**config.mk**
```make
export PLATFORM = sky130hd
export DESIGN_NAME = hbo_ctrl
export DESIGN_NICKNAME = d
export VERILOG_FILES = /design/src/hbo_pkg.sv /design/src/hbo_ctrl.sv
export VERILOG_INCLUDE_DIRS = /design/src
export SDC_FILE = /design/constraint.sdc
export NUM_CORES = 1
export LEC_CHECK = 0
export ABC_AREA = 1
export ABC_CLOCK_PERIOD_IN_PS = 4700
export BUFFER_PORTS_ARGS = -buffer_cell sky130_fd_sc_hd__buf_2
export CAP_MARGIN = 0
export CORE_MARGIN = 2
export CORE_UTILIZATION = 53
export CTS_BUF_LIST = sky130_fd_sc_hd__clkbuf_16
export DETAILED_ROUTE_END_ITERATION = 10
export HOLD_SLACK_MARGIN = 0.1
export PLACE_DENSITY = 0.92
export SLEW_MARGIN = 20
export SYNTH_ARGS = -nofsm -noshare
export SYNTH_HDL_FRONTEND = slang
export SYNTH_SLANG_ARGS = --single-unit
```
**constraint.sdc**
```tcl
create_clock -name clock_i -period 4.7 [get_ports clock_i]
set_input_delay 0.705 -clock clock_i [delete_from_list [all_inputs] [get_ports clock_i]]
set_output_delay 0.705 -clock clock_i [all_outputs]
set_load 0.02 [all_outputs]
```
**src/hbo_defs.svh**
```systemverilog
// constants for the host bus ownership control block
`ifndef HBO_DEFS_SVH
`define HBO_DEFS_SVH
`define HBO_NUM_PEERS 6
`define HBO_ID_W 3
`define HBO_ID_NONE 3'h0
`define HBO_CNT_W 4
`define HBO_WAIT_CYCLES 4'h2
`endif

```
**src/hbo_pkg.sv**
```systemverilog
// types for the host bus ownership control block
`default_nettype none
package hbo_pkg;
	typedef enum logic [1:0] {
		HBO_IDLE = 2'b00,
		HBO_MASTER = 2'b01,
		HBO_GRANTED = 2'b10
	} hbo_own_t;
	typedef struct packed {
		logic float_n;
		logic ready_o;
		logic ready_oe;
		logic grant_o;
		logic grant_oe;
		logic stall;
		logic [5:0] preq_o;
		logic [5:0] preq_oe;
	} hbo_pins_t;
	typedef struct packed {
		hbo_own_t own;
		logic [3:0] wait_cnt;
		hbo_pins_t pins;
	} hbo_state_t;
endpackage : hbo_pkg
`default_nettype wire

```
**src/hbo_ctrl.sv**
```systemverilog
// host bus ownership control: host grant, peer requests, suspend, ready
//
// Overview of operation
// - suspend input low floats address, data, selects and strobes next cycle.
// - core external access while suspended stalls until suspend released.
// - host request makes the current master yield and assert grant.
// - yielding master puts address, data, select, strobe outputs high-Z.
// - host request outranks every peer processor bus request.
// - grant stays low until the host drops its request.
// - only the bus master, or the master that yielded to the host, drives grant; others only monitor it.
// - ready driven low for wait states on host internal accesses.
// - ready is open-drain by default; active-drive bit switches it.
// - ready driven only while select and host request both asserted.
// - drive only own peer request line; monitor all the others.
// - identity input chooses which of six peer lines is ours.
`timescale 1ns/1ns
`default_nettype none
`include "hbo_defs.svh"
module hbo_ctrl #(
	parameter int NUM_PEERS = `HBO_NUM_PEERS,
	parameter logic [3:0] WAIT_CYCLES = `HBO_WAIT_CYCLES
) (
	input wire logic clock_i,               // processor clock
	input wire logic reset_i,               // sync reset, high
	input wire logic suspend_bus_float_in_n_i, // suspend, low active
	input wire logic host_bus_request_in_n_i,  // host request, low
	input wire logic device_select_n_i,     // host select, low
	input wire logic host_bus_grant_n_i,    // grant pin level seen
	input wire logic [2:0] processor_identity_in_i, // identity
	input wire logic [5:0] peer_bus_request_lines_n_i, // peer lines
	input wire logic ready_active_drive_bit_i, // control reg bit
	input wire logic core_ext_req_i,        // core wants external bus
	input wire logic host_access_busy_i,    // host internal access busy
	output logic bus_drive_en_o,            // addr/data/strobe enable
	output logic core_stall_o,              // stall core access
	output logic host_bus_grant_n_o,        // grant pin out
	output logic host_bus_grant_oe_o,       // grant pin enable
	output logic host_ready_out_o,          // ready pin out
	output logic host_ready_out_oe_o,       // ready pin enable
	output logic [5:0] peer_bus_request_lines_n_o, // peer pins out
	output logic [5:0] peer_bus_request_lines_oe_o // peer enables
);
	// ---------------------------------------------------------------
	// decode
	// ---------------------------------------------------------------
	function automatic logic [5:0] id_onehot(input logic [2:0] id);
		logic [5:0] v;
		v = 6'h00;
		if (id != `HBO_ID_NONE && id <= 3'h6) begin
			v[id - 3'h1] = 1'b1;
		end
		return v;
	endfunction : id_onehot

	hbo_pkg::hbo_state_t s_q;
	hbo_pkg::hbo_state_t s_d;
	logic [5:0] own_line;
	logic host_req;
	logic suspended;
	logic others_req;
	logic lower_req;
	logic host_acc;

	assign own_line = id_onehot(processor_identity_in_i);
	assign host_req = ~host_bus_request_in_n_i;
	assign suspended = ~suspend_bus_float_in_n_i;
	assign host_acc = ~device_select_n_i & host_req;

	// monitor every line but ours
	always_comb begin
		others_req = 1'b0;
		lower_req = 1'b0;
		for (int i = 0; i < NUM_PEERS; i++) begin
			if (!own_line[i] && !peer_bus_request_lines_n_i[i]) begin
				others_req = 1'b1;
				if (own_line > (6'h01 << i)) begin
					lower_req = 1'b1;
				end
			end
		end
	end

	// ---------------------------------------------------------------
	// next state
	// ---------------------------------------------------------------
	always_comb begin
		s_d = s_q;
		unique case (s_q.own)
			hbo_pkg::HBO_IDLE: begin
				// host outranks peers; lowest id wins among peers
				// a low grant wire means the host owns the bus
				if (core_ext_req_i && !host_req && !lower_req &&
				    host_bus_grant_n_i && own_line != 6'h00) begin
					s_d.own = hbo_pkg::HBO_MASTER;
				end
			end
			hbo_pkg::HBO_MASTER: begin
				if (host_req) begin
					s_d.own = hbo_pkg::HBO_GRANTED;
				end else if (!core_ext_req_i && others_req) begin
					s_d.own = hbo_pkg::HBO_IDLE;
				end
			end
			hbo_pkg::HBO_GRANTED: begin
				// grant held until host releases
				if (!host_req) begin
					s_d.own = hbo_pkg::HBO_MASTER;
				end
			end
			default: s_d.own = hbo_pkg::HBO_IDLE;
		endcase

		// float on suspend takes effect the following cycle
		s_d.pins.float_n = (s_d.own == hbo_pkg::HBO_MASTER) && !suspended;
		s_d.pins.stall = core_ext_req_i &&
			(suspended || s_d.own != hbo_pkg::HBO_MASTER);

		// only the master, or the master that yielded to the host, drives grant
		s_d.pins.grant_oe = (s_d.own != hbo_pkg::HBO_IDLE);
		s_d.pins.grant_o = (s_d.own != hbo_pkg::HBO_GRANTED);

		// own request line only
		s_d.pins.preq_oe = own_line;
		s_d.pins.preq_o = ~(own_line & {6{core_ext_req_i}});

		// ready: wait states during host access
		if (host_acc && host_access_busy_i) begin
			s_d.wait_cnt = WAIT_CYCLES;
		end else if (s_q.wait_cnt != 4'h0) begin
			s_d.wait_cnt = s_q.wait_cnt - 4'h1;
		end
		s_d.pins.ready_o = !(host_acc &&
			(host_access_busy_i || s_q.wait_cnt != 4'h0));
		// open-drain unless active drive set
		// driven only while select and request held
		s_d.pins.ready_oe = host_acc &&
			(ready_active_drive_bit_i || !s_d.pins.ready_o);
	end

	// ---------------------------------------------------------------
	// state register
	// ---------------------------------------------------------------
	always_ff @(posedge clock_i) begin
		if (reset_i) begin
			s_q <= '{own: hbo_pkg::HBO_IDLE, wait_cnt: 4'h0,
				pins: '{float_n: 1'b0, ready_o: 1'b1, ready_oe: 1'b0,
				grant_o: 1'b1, grant_oe: 1'b0, stall: 1'b0,
				preq_o: 6'h3f, preq_oe: 6'h00}};
		end else begin
			s_q <= s_d;
		end
	end

	assign bus_drive_en_o = s_q.pins.float_n;
	assign core_stall_o = s_q.pins.stall;
	assign host_bus_grant_n_o = s_q.pins.grant_o;
	assign host_bus_grant_oe_o = s_q.pins.grant_oe;
	assign host_ready_out_o = s_q.pins.ready_o;
	assign host_ready_out_oe_o = s_q.pins.ready_oe;
	assign peer_bus_request_lines_n_o = s_q.pins.preq_o;
	assign peer_bus_request_lines_oe_o = s_q.pins.preq_oe;
endmodule : hbo_ctrl
`default_nettype wire

```
# Yosys cells after proc, flatten, opt, wreduce, memory -nomap -nowiden
# Index checks and enable logic that the tools add are counted.
# totals
register_bits	24
latchBits	0
ram_bits	0
mem_bits_ro	0
inputBits	18
wordCells	104
n_memories	0
# classes
n_addsub	2
multipliers	0
n_div	0
n_lt_le_gt_ge	9
n_eq_ne	5
shift	0
muxes	28
bitwise_logic	6
n_reduce_logical	43
# ops
cell	count
1-bit 2-to-1 mux	19
1-bit logical AND	18
1-bit logical NOT	15
2-bit 2-to-1 mux	6
6-bit bitwise AND	1
6-bit by 1-bit > comparator with 1-bit output, second input constant	1
6-bit by 2-bit > comparator with 1-bit output, second input constant	1
6-bit by 3-bit > comparator with 1-bit output, second input constant	1
6-bit by 4-bit > comparator with 1-bit output, second input constant	1
6-bit by 5-bit > comparator with 1-bit output, second input constant	1
6-bit > comparator, second input constant	1
6-bit 2-to-1 mux	1
6-bit NOT	1
2-bit one-hot mux with 3 select lines	1
6-bit nonzero test	1
2-bit by 1-bit == test with 1-bit output, second input constant	2
3-bit by 4-bit < comparator with 1-bit output, second input constant	1
2-bit nonzero test	2
4-bit nonzero test	1
4-bit by 1-bit subtractor with 4-bit output, second input constant	1
1-bit demux with 3-bit select	1
3-bit by 1-bit greater-or-equal comparator with 1-bit output, second input constant	1
3-bit less-or-equal comparator, second input constant	1
1-bit logical OR	3
9 further kinds	11

# Depth between registers and ports, before layout
# depth
depth_word	28
mapped_depth	17

# Least setup slack after synthesis
# Ideal clock, no wire load.
# synth_timing
path_kind	input-to-reg
from	in processor_identity_in_i[0]
to	reg s_q (netlist bit core_stall_o)
setup_time_ps	109
t_arrival_ps	2020
t_required_ps	4591
slack_ps	2571
cell_stages	15
n_path_buf	0
cell_sequence	inv_1 -> ha_1 -> inv_1 -> nand2_1 -> nand3_2 -> o21bai_1 -> nand2_1 -> nor2_1 -> nand2_1 -> nand2_1 -> nand2_1 -> nand2_2 -> nand3_2 -> nand2_1 -> inv_1
# synth_via
elab_chain_len	28
word_cells_on_any_way	59
# synth_rtl
element	line_no	source
start: declaration	hbo_ctrl.sv:29	input wire logic [2:0] processor_identity_in_i,
3-bit by 1-bit subtractor with 3-bit output	hbo_ctrl.sv:50	v[id - 3'h1] = 1'b1;
3-bit by 4-bit < comparator with 1-bit output (implied by the code) / 3-bit by 1-bit greater-or-equal comparator with 1-bit output (equally long branches)	hbo_ctrl.sv:50	
1-bit logical AND (implied by the code)	hbo_ctrl.sv:50	
1-bit 2-to-1 mux (implied by the code)	hbo_ctrl.sv:50	
1-bit demux with 3-bit select	hbo_ctrl.sv:50	
6-bit 2-to-1 mux *	hbo_ctrl.sv:49	if (id != `HBO_ID_NONE && id <= 3'h6) begin
6-bit by 1-bit > comparator with 1-bit output / 1-bit logical NOT (equally long branches)	hbo_ctrl.sv:76, hbo_ctrl.sv:74	
1-bit 2-to-1 mux / 1-bit logical AND (equally long branches)	hbo_ctrl.sv:76, hbo_ctrl.sv:74	
[11 not listed]	n/a	
1-bit logical NOT	hbo_ctrl.sv:92	if (core_ext_req_i && !host_req && !lower_req &&
1-bit logical AND (2 in a row)	hbo_ctrl.sv:92	
1-bit logical AND	hbo_ctrl.sv:93	host_bus_grant_n_i && own_line != 6'h00) begin
2-bit 2-to-1 mux	hbo_ctrl.sv:92	
2-bit one-hot mux with 3 select lines *	hbo_ctrl.sv:88	unique case (s_q.own)
2-bit by 1-bit != test with 1-bit output *	hbo_ctrl.sv:116	(suspended || s_d.own != hbo_pkg::HBO_MASTER);
1-bit logical OR *	hbo_ctrl.sv:116	
1-bit logical AND *	hbo_ctrl.sv:115	s_d.pins.stall = core_ext_req_i &&
end signal: assignment	hbo_ctrl.sv:145	s_q <= '{own: hbo_pkg::HBO_IDLE, wait_cnt: 4'h0,
end: declaration	hbo_ctrl.sv:55	hbo_pkg::hbo_state_t s_q;
# Every way passes the cells marked *; elsewhere a longest branch is shown, timed or not.
# A chain may end at the register's enable or synchronous reset.

# Worst setup path after layout
# Same ends and word-level chain as after synthesis.

==> results.tsv <==
stage	metric	value	unit
power	sequential group share of total power	41.2	%
clocking	Post-CTS Setup Repair Bufs	0	
synth	combinational family with the most area after synthesis	simple AND/OR/NAND/NOR gates	
synth	most frequent cell after synthesis	nand2_1	
cells_and_area	Filler cells	165	
route	initial DRC count	26	
sta	fin crit period	2.23	ns
place	hpwl dp	1680	um
sta	fin. max-slew vios	0	
power	internal power	0.409	mW
sta	Final WS setup	2.47	ns
place	pre-CTS WS	2.22	ns
hold_path	HP Class	reg2reg	
synth	asr flop ratio synth	0	%
clocking	CTS clk-pin slew, worst paths	0.06	ns
cells_and_area	final net count	194	
synth	Seq/Total Area, Yosys	42.0	%
synth	EDFF count, synth	0	
die	Die ar.	2550	um^2
die	Ports	36	
setup_path	crit path capture type	flop	
synth	xor and xnor area share after synthesis	0	%
place	IO Port Bufs	35	
clocking	CTS tree	built	
synth	Post-Synth Adder-Cell Area	3.28	%
synth	syn_nets	167	
route	Final ANT Viol Nets	0	
synth	Ys Warns	0	
synth	post-synth top area cell	dfxtp_1	
power	Tot Pwr	0.530	mW
synth	Main synth FF type	dfxtp_1	
setup_path	CP max stage cell	ha_1	
setup_path	crit path DAT	2.39	ns
cells_and_area	ANT cells	0	
power	Power Dens Cells	391	nW/um^2
sta	Hold WS	0.472	ns
place	Inst Count DP	195	
clocking	TritonCTS Buffers	3	
global_routing	first-pass GRT wire length	3610	um
setup_path	Critical Path Max Stage Delay	0.32	ns
cells_and_area	Finished Layout Cells	199	
sta	Fin. Hold Viols	0	
power	P_sw	0.121	mW
synth	mux cell area share after synthesis	0	%
sta	Slew @ Worst Pin	0.416	ns
cells_and_area	design area	1360	um^2
power	leakage	0.690	nW
die	num rows	16	
sta	final worst path period share	47.4	%
synth	complex-gate fraction of the synthesized area	5.90	%
die	core area	2000	um^2
place	RD Place Congestion	0.825	
route	WL per Instance	11.1	um
cells_and_area	area of the multi-input gates	492	um^2
setup_path	RR Startpoint	s_q[23]$_SDFF_PP0_	
global_routing	vias in the first global route	860	
synth	Synth top area share	42.0	%
run	# Max-Cap Violations	0	
sta	Setup violations, final	0	
sta	setup TNS	0	ns
synth	most frequent cells after synthesis	nand2_1 (32), dfxtp_1 (24), nor2_1 (18), inv_1 (16), buf_4 (12)	
clocking	cts repair resizes	0	
setup_path	most used cell, CP	nand2_1	
sta	Max Clk Rate	449	MHz
cells_and_area	Layout area overhead	18.6	%
setup_path	Setup crit start	processor_identity_in_i[0]	
die	initial core utilization	57.2	%
route	Via density	4.77	
setup_path	kind of critical path	in2reg	
global_routing	initial antenna violation count	0	
synth	Mapped Area	1140	um^2
clocking	Max clock buf depth	2	
cells_and_area	post-layout util	67.8	%
setup_path	Cell Chain, Critical Path	buf_2 -> inv_1 -> ha_1 -> inv_1 -> nand3_2 -> o21bai_1 -> nand2_1 -> nand2_1 -> nand3_1 -> nand2_1 -> clkinv_1 -> nand2_2 -> nand3_2 -> nand2_1 -> inv_1	
clocking	cts hold-fix bufs	0	
power	VDD IR max	0.000245	V
run_status	outcome	complete, no violations	
die	die height	50.5	um
synth	Mean Syn Cell Area	7.84	um^2
global_routing	total grt overflow	0	
power	Comb power frac	14.0	%
place	dpl cell area	1250	um^2
global_routing	largest net degree at the start of global routing	15	
clocking	H-tree depth	1	
synth	gate count of the mapped netlist	146	
route	router iterations before antenna repair	4	
cells_and_area	Register Area	480	um^2
global_routing	All-Layer GR Usage	18.9	%
power	switch share	22.8	%
synth	count of cell types in the netlist	25	
setup_path	Worst EP required	4.86	ns
setup_path	crit start category	input port	
clocking	Clock Sinks	24	
hold_path	hold_sp	s_q[18]$_SDFFE_PP0P_	
setup_path	critical path peak fanout	6	
route	DRC viols	0	
route	final WL	2210	um
clocking	clk_lat worst skew	0.26	ns
die	Die X	50.5	um
route	DR vias	949	
sta	relative slew slack	71.9	%
sta	unrepaired setup endpoints after global routing	no	
synth	Simple-Gate Fraction of Synth Area	33.8	%
sta	Setup Skew	0.00117	ns
synth	count of state elements after synthesis	24	
synth	synth top area cells	dfxtp_1 (42%), nand2_1 (10%), buf_4 (7.9%)	
cells_and_area	fraction of layout cells with a size suffix above 1	32.6	%
power	Clk pwr share	44.8	%
clocking	Clock Tree Root	clkbuf_16	
==> flip-flops by register name (all words and copies together), names as in the netlist <==
name,count
core_stall_o,1
peer_bus_request_lines_n_o,6
host_bus_grant_n_o,1
host_ready_out_oe_o,1
host_bus_grant_oe_o,1
peer_bus_request_lines_oe_o,6
host_ready_out_o,1
bus_drive_en_o,1
s_q,6
==> routing by layer <==
layer  wire length [um]  share of wire, %  GRT usage (%)
met5                  0                 0              0
met4                 56               2.5           11.7
met3                114               5.1           2.68
met2               1120                50           33.3
met1                926                42           21.2
==> layout make-up <==
| cell class | count | share of cell area [%] |
|---|---|---|
| flip-flops and latches | 24 | 35.4 |
| well taps | 27 | 2.49 |
| repair buffers | 35 | 12.9 |
| inverters | 19 | 5.25 |
| clock buffers | 3 | 5.53 |
| multi-input cells | 90 | 36.2 |
| clock inverters | 1 | 2.21 |
==> layout by cell type (no fill, tap or decap), drive strengths merged, types with 3 or more instances in the layout <==
master and n:
a21oi 3, buf 35, clkbuf 3, dfxtp 24, ha 3, inv 18
nand2 36, nand3 12, nor2 21, nor3 4, o21bai 4
==> worst paths after layout <==
kind	endpoint	slack, ns	cells after the start
worst max register to register	core_stall_o$_SDFF_PP0_	3.23	11
worst max-delay path	core_stall_o$_SDFF_PP0_	2.47	15
worst min-delay path	s_q[18]$_SDFFE_PP0P_	0.47	1
worst min register to register	s_q[18]$_SDFFE_PP0P_	0.47	1
==> power by group through the flow <==
| stage | clock (mW) | combinational [mW] | sequential (mW) |
|---|---|---|---|
| final | 0.238 | 0.0741 | 0.219 |
| after floorplan | 0 | 0.0537 | 0.224 |
| after detailed placement | 0 | 0.0726 | 0.223 |
| after global routing | 0.248 | 0.0829 | 0.220 |
| after global placement | 0 | 0.0698 | 0.222 |
| after CTS | 0.239 | 0.0738 | 0.218 |
==> critical path: cells and delay by family <==
| kind | cells | cell delay [ns] |
|---|---|---|
| simple gates | 8 | 0.68 |
| fa+ha+maj | 1 | 0.32 |
| buf+inv | 5 | 0.50 |
| compound gates | 1 | 0.17 |
==> cells by family (layout without fill, tap and decap cells) <==
family                     Yosys count  count (layout)
AOI/OAI and AO/OA                   10              10
buffers and inverters               32              58
and+or+nand+nor                     77              77
DFF                                 24              24
adders and majority gates            3               3
Power figures use the tool's default switching activity.
